--- config.mk ---
export PLATFORM = sky130hd
export DESIGN_NAME = ptt_timer
export DESIGN_NICKNAME = d
export VERILOG_FILES = /design/src/ptt_pkg.sv /design/src/ptt_timer.sv
export SDC_FILE = /design/constraint.sdc
export NUM_CORES = 1
export LEC_CHECK = 0
export ABC_AREA = 1
export BUFFER_PORTS_ARGS = -buffer_cell sky130_fd_sc_hd__buf_4
export CELL_PAD_IN_SITES_DETAIL_PLACEMENT = 0
export CELL_PAD_IN_SITES_GLOBAL_PLACEMENT = 2
export CORE_ASPECT_RATIO = 0.7
export CORE_UTILIZATION = 31
export DETAILED_ROUTE_END_ITERATION = 7
export GPL_TIMING_DRIVEN = 0
export PLACE_DENSITY = 0.75
export SYNTH_ARGS = -nofsm -noshare
export SYNTH_HDL_FRONTEND = slang
export SYNTH_SLANG_ARGS = --single-unit
--- constraint.sdc ---
create_clock -name aclk -period 2.9 [get_ports aclk]
set_input_delay 0.29 -clock aclk [delete_from_list [all_inputs] [get_ports aclk]]
set_output_delay 0.29 -clock aclk [all_outputs]
set_load 0.005 [all_outputs]
--- src/ptt_pkg.sv ---
// constants for the periodic tick timer: register map, fields, resets
package ptt_pkg;
  localparam int unsigned  PTT_CNT_W        = 24;
  localparam logic [4:0]   PTT_OFF_CTRL     = 5'h00;
  localparam logic [4:0]   PTT_OFF_RELOAD   = 5'h04;
  localparam logic [4:0]   PTT_OFF_CURRENT  = 5'h08;
  localparam logic [4:0]   PTT_OFF_STATUS   = 5'h0c;
  localparam logic [4:0]   PTT_OFF_MASK     = 5'h10;
  localparam int unsigned  PTT_BIT_EN       = 0;
  localparam int unsigned  PTT_BIT_TICKINT  = 1;
  localparam int unsigned  PTT_BIT_TICK     = 0;
  localparam logic [1:0]   PTT_CTRL_RST     = 2'h0;
  localparam logic [23:0]  PTT_RELOAD_RST   = 24'h000000;
  localparam logic         PTT_MASK_RST     = 1'h0;
  localparam logic [1:0]   PTT_RESP_OKAY    = 2'h0;
  localparam logic [1:0]   PTT_RESP_SLVERR  = 2'h2;
endpackage

--- src/ptt_timer.sv ---
// periodic tick timer with AXI4-Lite register slave
`timescale 1ns/1ps
// How it works
// - enable low halts the counter, keeps its value, and stops ticks
// - enable high resumes from the held value without any reload
// - any write to current value clears it; next clock with enable high reloads
// - each rollover raises the tick request when tick interrupt enabled
// - with tick interrupt disabled rollovers are silent; counter runs on
// - pending tick clears itself when the core enters the handler
// - rollovers reach the core only while tick interrupt enable is set
// - the current value lies between zero and period minus one, except after a period write drops below it
// - clocks between successive ticks equal the programmed period
module ptt_timer #(
  parameter int unsigned CNT_W  = ptt_pkg::PTT_CNT_W,
  parameter int unsigned ADDR_W = 5
) (
  // clock, reset, enable
  input  wire logic              aclk,
  input  wire logic              aresetn,
  input  wire logic              clk_en,
  // axi4-lite write address and data
  input  wire logic              s_awvalid,
  output logic                   s_awready,
  input  wire logic [ADDR_W-1:0] s_awaddr,
  input  wire logic [2:0]        s_awprot,
  input  wire logic              s_wvalid,
  output logic                   s_wready,
  input  wire logic [31:0]       s_wdata,
  input  wire logic [3:0]        s_wstrb,
  // axi4-lite write response
  output logic                   s_bvalid,
  input  wire logic              s_bready,
  output logic [1:0]             s_bresp,
  // axi4-lite read
  input  wire logic              s_arvalid,
  output logic                   s_arready,
  input  wire logic [ADDR_W-1:0] s_araddr,
  input  wire logic [2:0]        s_arprot,
  output logic                   s_rvalid,
  input  wire logic              s_rready,
  output logic [31:0]            s_rdata,
  output logic [1:0]             s_rresp,
  // interrupt to the core
  input  wire logic              int_ack,
  output logic                   tick_irq
);
  import ptt_pkg::*;

  // refused at elaboration: the read mux and counter hold at most one word
  if (CNT_W < 1 || CNT_W > 32 || ADDR_W < 5 || ADDR_W > 32) begin : g_bad
    $error("ptt_timer: unsupported CNT_W or ADDR_W");
  end

  logic              awready_ff, wready_ff, bvalid_ff, arready_ff, rvalid_ff;
  logic [1:0]        bresp_ff, rresp_ff;
  logic [31:0]       rdata_ff, wdata_ff;
  logic [3:0]        wstrb_ff;
  logic [ADDR_W-1:0] awaddr_ff;
  logic              en_ff, tickint_ff, status_ff, mask_ff, irq_ff, skip_ff;
  logic [CNT_W-1:0]  reload_ff, cnt_ff, nxt_cnt;
  logic              wr_fire, wr_ok, cur_wr, reload_wr, rollover;
  logic [31:0]       wmask, rd_val;
  logic              rd_ok;

  assign s_awready = awready_ff;
  assign s_wready  = wready_ff;
  assign s_bvalid  = bvalid_ff;
  assign s_bresp   = bresp_ff;
  assign s_arready = arready_ff;
  assign s_rvalid  = rvalid_ff;
  assign s_rdata   = rdata_ff;
  assign s_rresp   = rresp_ff;
  assign tick_irq  = irq_ff;

  // address and data are taken in either order; write happens when both held
  assign wr_fire = !awready_ff && !wready_ff && !bvalid_ff;
  assign wmask   = {{8{wstrb_ff[3]}}, {8{wstrb_ff[2]}},
                    {8{wstrb_ff[1]}}, {8{wstrb_ff[0]}}};
  always_comb begin
    wr_ok = 1'b1;
    unique case (awaddr_ff[4:0])
      PTT_OFF_CTRL, PTT_OFF_RELOAD, PTT_OFF_CURRENT,
      PTT_OFF_STATUS, PTT_OFF_MASK: wr_ok = 1'b1;
      default: wr_ok = 1'b0;
    endcase
    if (awaddr_ff[ADDR_W-1:0] > ADDR_W'(PTT_OFF_MASK))
      wr_ok = 1'b0;
  end
  assign cur_wr    = wr_fire && wr_ok && awaddr_ff[4:0] == PTT_OFF_CURRENT;
  assign reload_wr = wr_fire && wr_ok && awaddr_ff[4:0] == PTT_OFF_RELOAD;

  always_ff @(posedge aclk) begin
    if (!aresetn) begin
      awready_ff <= 1'b1;
      wready_ff  <= 1'b1;
      bvalid_ff  <= 1'b0;
      bresp_ff   <= PTT_RESP_OKAY;
      awaddr_ff  <= '0;
      wdata_ff   <= 32'h00000000;
      wstrb_ff   <= 4'h0;
    end else if (clk_en) begin
      if (s_awvalid && awready_ff) begin
        awaddr_ff  <= s_awaddr;
        awready_ff <= 1'b0;
      end
      if (s_wvalid && wready_ff) begin
        wdata_ff  <= s_wdata;
        wstrb_ff  <= s_wstrb;
        wready_ff <= 1'b0;
      end
      if (wr_fire) begin
        bvalid_ff <= 1'b1;
        bresp_ff  <= wr_ok ? PTT_RESP_OKAY : PTT_RESP_SLVERR;
      end
      if (bvalid_ff && s_bready) begin
        bvalid_ff  <= 1'b0;
        awready_ff <= 1'b1;
        wready_ff  <= 1'b1;
      end
    end
  end

  // read path: one outstanding read, data registered
  always_comb begin
    rd_val = 32'h00000000;
    rd_ok  = 1'b1;
    unique case (s_araddr[4:0])
      PTT_OFF_CTRL: begin
        rd_val[PTT_BIT_EN]      = en_ff;
        rd_val[PTT_BIT_TICKINT] = tickint_ff;
      end
      PTT_OFF_RELOAD:  rd_val[CNT_W-1:0] = reload_ff;
      PTT_OFF_CURRENT: rd_val[CNT_W-1:0] = cnt_ff;
      PTT_OFF_STATUS:  rd_val[PTT_BIT_TICK] = status_ff;
      PTT_OFF_MASK:    rd_val[PTT_BIT_TICK] = mask_ff;
      default:         rd_ok = 1'b0;
    endcase
    if (s_araddr[ADDR_W-1:0] > ADDR_W'(PTT_OFF_MASK))
      rd_ok = 1'b0;
    if (!rd_ok)
      rd_val = 32'h00000000;
  end

  always_ff @(posedge aclk) begin
    if (!aresetn) begin
      arready_ff <= 1'b1;
      rvalid_ff  <= 1'b0;
      rdata_ff   <= 32'h00000000;
      rresp_ff   <= PTT_RESP_OKAY;
    end else if (clk_en) begin
      if (s_arvalid && arready_ff) begin
        arready_ff <= 1'b0;
        rvalid_ff  <= 1'b1;
        rdata_ff   <= rd_val;
        rresp_ff   <= rd_ok ? PTT_RESP_OKAY : PTT_RESP_SLVERR;
      end
      if (rvalid_ff && s_rready) begin
        rvalid_ff  <= 1'b0;
        arready_ff <= 1'b1;
      end
    end
  end

  // control, reload and mask registers
  always_ff @(posedge aclk) begin
    if (!aresetn) begin
      {tickint_ff, en_ff} <= PTT_CTRL_RST;
      reload_ff           <= CNT_W'(PTT_RELOAD_RST);
      mask_ff             <= PTT_MASK_RST;
    end else if (clk_en && wr_fire && wr_ok && wstrb_ff[0]) begin
      if (awaddr_ff[4:0] == PTT_OFF_CTRL) begin
        en_ff      <= wdata_ff[PTT_BIT_EN];
        tickint_ff <= wdata_ff[PTT_BIT_TICKINT];
      end
      if (awaddr_ff[4:0] == PTT_OFF_MASK)
        mask_ff <= wdata_ff[PTT_BIT_TICK];
    end
    if (aresetn && clk_en && reload_wr)
      reload_ff <= CNT_W'((32'(reload_ff) & ~wmask) | (wdata_ff & wmask));
  end

  // counter; a rollover is a reload from zero not caused by a clear
  assign rollover = en_ff && cnt_ff == '0 && !skip_ff && !cur_wr;
  always_comb begin
    nxt_cnt = cnt_ff;
    if (cur_wr)
      nxt_cnt = '0;
    else if (en_ff && cnt_ff == '0)
      nxt_cnt = reload_ff;
    else if (en_ff)
      nxt_cnt = cnt_ff - 1'b1;
  end

  always_ff @(posedge aclk) begin
    if (!aresetn) begin
      cnt_ff  <= '0;
      skip_ff <= 1'b0;
    end else if (clk_en) begin
      cnt_ff <= nxt_cnt;
      // the reload after a clear is not a period end, so it raises no tick
      if (cur_wr)
        skip_ff <= 1'b1;
      else if (en_ff && cnt_ff == '0)
        skip_ff <= 1'b0;
    end
  end

  // sticky tick flag; a new rollover wins over acknowledge or clear
  always_ff @(posedge aclk) begin
    if (!aresetn) begin
      status_ff <= 1'b0;
      irq_ff    <= 1'b0;
    end else if (clk_en) begin
      if (rollover && tickint_ff)
        status_ff <= 1'b1;
      else if (int_ack)
        status_ff <= 1'b0;
      else if (wr_fire && wr_ok && wstrb_ff[0] &&
               awaddr_ff[4:0] == PTT_OFF_STATUS && wdata_ff[PTT_BIT_TICK])
        status_ff <= 1'b0;
      irq_ff <= status_ff && mask_ff && tickint_ff;
    end
  end

  // helper: clocks since last rollover, spoiled by any disturbance
  logic [CNT_W:0] gap_ff;
  logic           gap_ok_ff;
  always_ff @(posedge aclk) begin
    if (!aresetn) begin
      gap_ff    <= '0;
      gap_ok_ff <= 1'b0;
    end else if (clk_en) begin
      gap_ff    <= rollover ? (CNT_W+1)'(1) : gap_ff + 1'b1;
      // a period written at the rollover itself applies one period late
      gap_ok_ff <= rollover ? !reload_wr :
                   gap_ok_ff && en_ff && !cur_wr && !reload_wr;
    end
  end
endmodule

==> results.sh <==
export IMPL_die_area_um2=19880
export IMPL_crit_arrival_ns=2.67
export IMPL_core_um2=18920
export IMPL_drc=0
export IMPL_synth_area_leaders="dfxtp_1 (31%), nand2_1 (13%), edfxtp_1 (12%), a21oi_1 (9.4%), nand3_1 (8.4%)"
export IMPL_firstDrtPassIters=5
export IMPL_status="completed"
export IMPL_hpwl_um=15410
export IMPL_ctsHoldBuffers=0
export IMPL_cp_start_kind="flop"
export IMPL_cellLeakagePower_nw=3.129
export IMPL_ys_top_cells_by_count="nand2_1 (203), a21oi_1 (112), nand3_1 (101), nor2_1 (99), dfxtp_1 (93)"
export IMPL_routed_wl_um=20520
export IMPL_synth_top_family_by_area="simple AND/OR/NAND/NOR gates"
export IMPL_synth_top_area_cell="dfxtp_1"
export IMPL_met3WireLength_um=1234
export IMPL_synth_edf_count=24
export IMPL_maxCapViolations=0
export IMPL_hold_depth=4
export IMPL_track_usage=0.2146
export IMPL_wl_met1_um=10640
export IMPL_synth_ff_latch_count=117
export IMPL_drt_iter0_drc=432
export IMPL_r2r_end="reload_ff[4]"
export IMPL_whs_endpoint="s_awready"
export IMPL_setup_tns_ns=0
export IMPL_finClkSkew_ns=0.008595
export IMPL_rsz0062_at_grt="false"
export IMPL_path_class="flop to flop"
export IMPL_ys_flop_type="dfxtp_1"
export IMPL_grt_overflow_total=0
export IMPL_seq_area_um2=2582
export IMPL_top_layer_used="met4"
export IMPL_seq_area_frac_synth=0.4313
export IMPL_place_congestion=0.8670
export IMPL_required_ns=2.94
export IMPL_finalPower_w=0.004174
export IMPL_wl_per_cell_um=17.00
export IMPL_multiInputGateArea_um2=2877
export IMPL_htreeDepth=4
export IMPL_drive_gt1_frac=0.1710
export IMPL_p_per_area_nw_per_um2=557.2
export IMPL_synth_compound_area_frac=0.1315
export IMPL_start_util=0.3165
export IMPL_dieHeight_um=118.3
export IMPL_synthAdderAreaFrac=0.004180
export IMPL_nets=1015
export IMPL_fin_crit_ns=2.631
export IMPL_critPathMaxStageDelay_ns=0.78
export IMPL_syn_inst=847
export IMPL_area_growth_pct=25.12
export IMPL_cts_setup_buffers=0
export IMPL_cp_cell_sequence="buf_2 -> nor3_4 -> nand2_1 -> inv_1 -> nand4_2 -> buf_2 -> nand2_1"
export IMPL_ir_worst_vdd_v=0.0003309
export IMPL_vias=6072
export IMPL_clk_latency_ns=0.43
export IMPL_worst_pin_slew_ns=1.042
export IMPL_syn_avg_cell_area_um2=7.068
export IMPL_cts_buffers=17
export IMPL_period_share=0.9072
export IMPL_hp_class="primary input to flop"
export IMPL_num_antenna_cells=0
export IMPL_drv_slew=0
export IMPL_cts_tree="built"
export IMPL_die_width_um=168.1
export IMPL_cts_max_path_buffers=2
export IMPL_cts_resized=0
export IMPL_io_buffers=77
export IMPL_fmax_ghz=0.3801
export IMPL_grt_pass1_vias=5811
export IMPL_rows=42
export IMPL_reg2reg_depth=7
export IMPL_cts_root_buf="clkbuf_16"
export IMPL_synth_warnings=0
export IMPL_setup_viol=0
export IMPL_synthMuxAreaShare=0
export IMPL_hold_violations=0
export IMPL_hold_start="s_awvalid"
export IMPL_end_kind="flop"
export IMPL_routed_wl_met2_um=8350
export IMPL_rrSetupSlack_ns=0.27
export IMPL_slew_headroom=0.3034
export IMPL_antenna_found_initial=0
export IMPL_yosys_area_share_simple=0.3342
export IMPL_grt_max_degree=25
export IMPL_cts_clk_slew_worst_paths_ns=0.06
export IMPL_synth_async_reset_ratio=0
export IMPL_ys_types=33
export IMPL_yosys_area_top_type_share=0.3110
export IMPL_crit_slowest_cell="nand2_1"
export IMPL_cts_sinks=117
export IMPL_fillers=2042
export IMPL_synth_most_common_cell="nand2_1"
export IMPL_crit_reg2reg_launch="s_wready"
export IMPL_grt_first_pass_wirelength_um=32250
export IMPL_synth_xor_area_share=0.004389
export IMPL_ios=103
export IMPL_synth_area_um2=5987
export IMPL_via_per_inst=5.031
export IMPL_cp_max_fo=24
export IMPL_ant_nets=0
[critical path: cells and delay by family, from the launching register on]
| family | cells | cell delay, ns |
|---|---|---|
| and+or+nand+nor | 4 | 1.35 |
| DFF | 1 | 0.30 |
| buffers and inverters | 3 | 0.58 |
[registers in the layout, indices dropped and copies added (netlist names), 3 cells and up]
name	count
wstrb_ff	3
wdata_ff	24
s_rdata	24
cnt_ff	24
reload_ff	24
awaddr_ff	5
[per-layer routing]
layer | GRT usage | up-vias
li1 | - | 2992
met1 | 0.3193 | 2838
met2 | 0.3091 | 223
met3 | 0.03751 | 19
met4 | 0.07216 | 0
met5 | 0 | -
[cell type report]
class                   count  share of cell area
multi-input cells         615              0.3840
clock inverters            14             0.02138
inverters                  73             0.03658
plain buffers              51             0.03842
repair buffers             77             0.07717
clock buffers              18             0.05729
well taps                 242             0.04042
flip-flops and latches    117              0.3447
[kinds of logic (layout without fill, tap and decap cells)]
kind of cell / after synthesis / in the layout
adders and majority gates: 2 / 2
buffers and inverters: 124 / 233
AOI/OAI and AO/OA: 153 / 153
xor gates and xnor gates: 3 / 3
and+or+nand+nor: 447 / 447
DFF: 117 / 117
other: 1 / 10
[cells in the final DEF, fill, tap and decap left out, types with 4 or more instances in the layout]
| cell type | n |
|---|---|
| conb_1 | 10 |
| nand3_2 | 7 |
| buf_2 | 8 |
| buf_6 | 5 |
| a21oi_1 | 112 |
| clkinvlp_4 | 4 |
| nand4_1 | 11 |
| nor2_2 | 11 |
| clkbuf_16 | 17 |
| nand3_1 | 101 |
| clkbuf_1 | 24 |
| buf_4 | 90 |
| nor2_1 | 99 |
| inv_1 | 69 |
| nand2_1 | 203 |
| o21ai_0 | 27 |
| o22ai_1 | 13 |
| dfxtp_1 | 93 |
| edfxtp_1 | 24 |
[worst max-delay path by stage]
stage	from	endpoint	slack (ns)	cells after the start
floorplan	s_wready	reload_ff[0]	0.81	7
global placement	s_wready	reload_ff[13]	0.27	7
detailed placement	s_wready	reload_ff[10]	0.23	7
CTS	s_wready	reload_ff[15]	0.20	7
global route	s_wready	reload_ff[4]	0.07	7
finish	s_wready	reload_ff[4]	0.27	7
[report_power, final]
| group | switching (W) | internal, W |
|---|---|---|
| sequential | 0.0000294 | 0.00170 |
| clock | 0.000801 | 0.00134 |
| combinational | 0.000190 | 0.000111 |
[metrics by stage]
stage / setup WS, ns / hold slack (ns) / util / cells / instance area (um2)
finish: 0.2690 / 0.1249 / 0.3960 / 1207 / 7491
global route: 0.06650 / 0.1496 / 0.3960 / 1207 / 7491
CTS: 0.1992 / 0.1048 / 0.3960 / 1207 / 7491
detailed placement: 0.2322 / 0.4568 / 0.3648 / 1175 / 6902
global placement: 0.2732 / 0.4522 / 0.3648 / 1175 / 6902
floorplan: 0.8076 / 0.4284 / - / 856 / 6021
(Power assumes the default switching activity.)
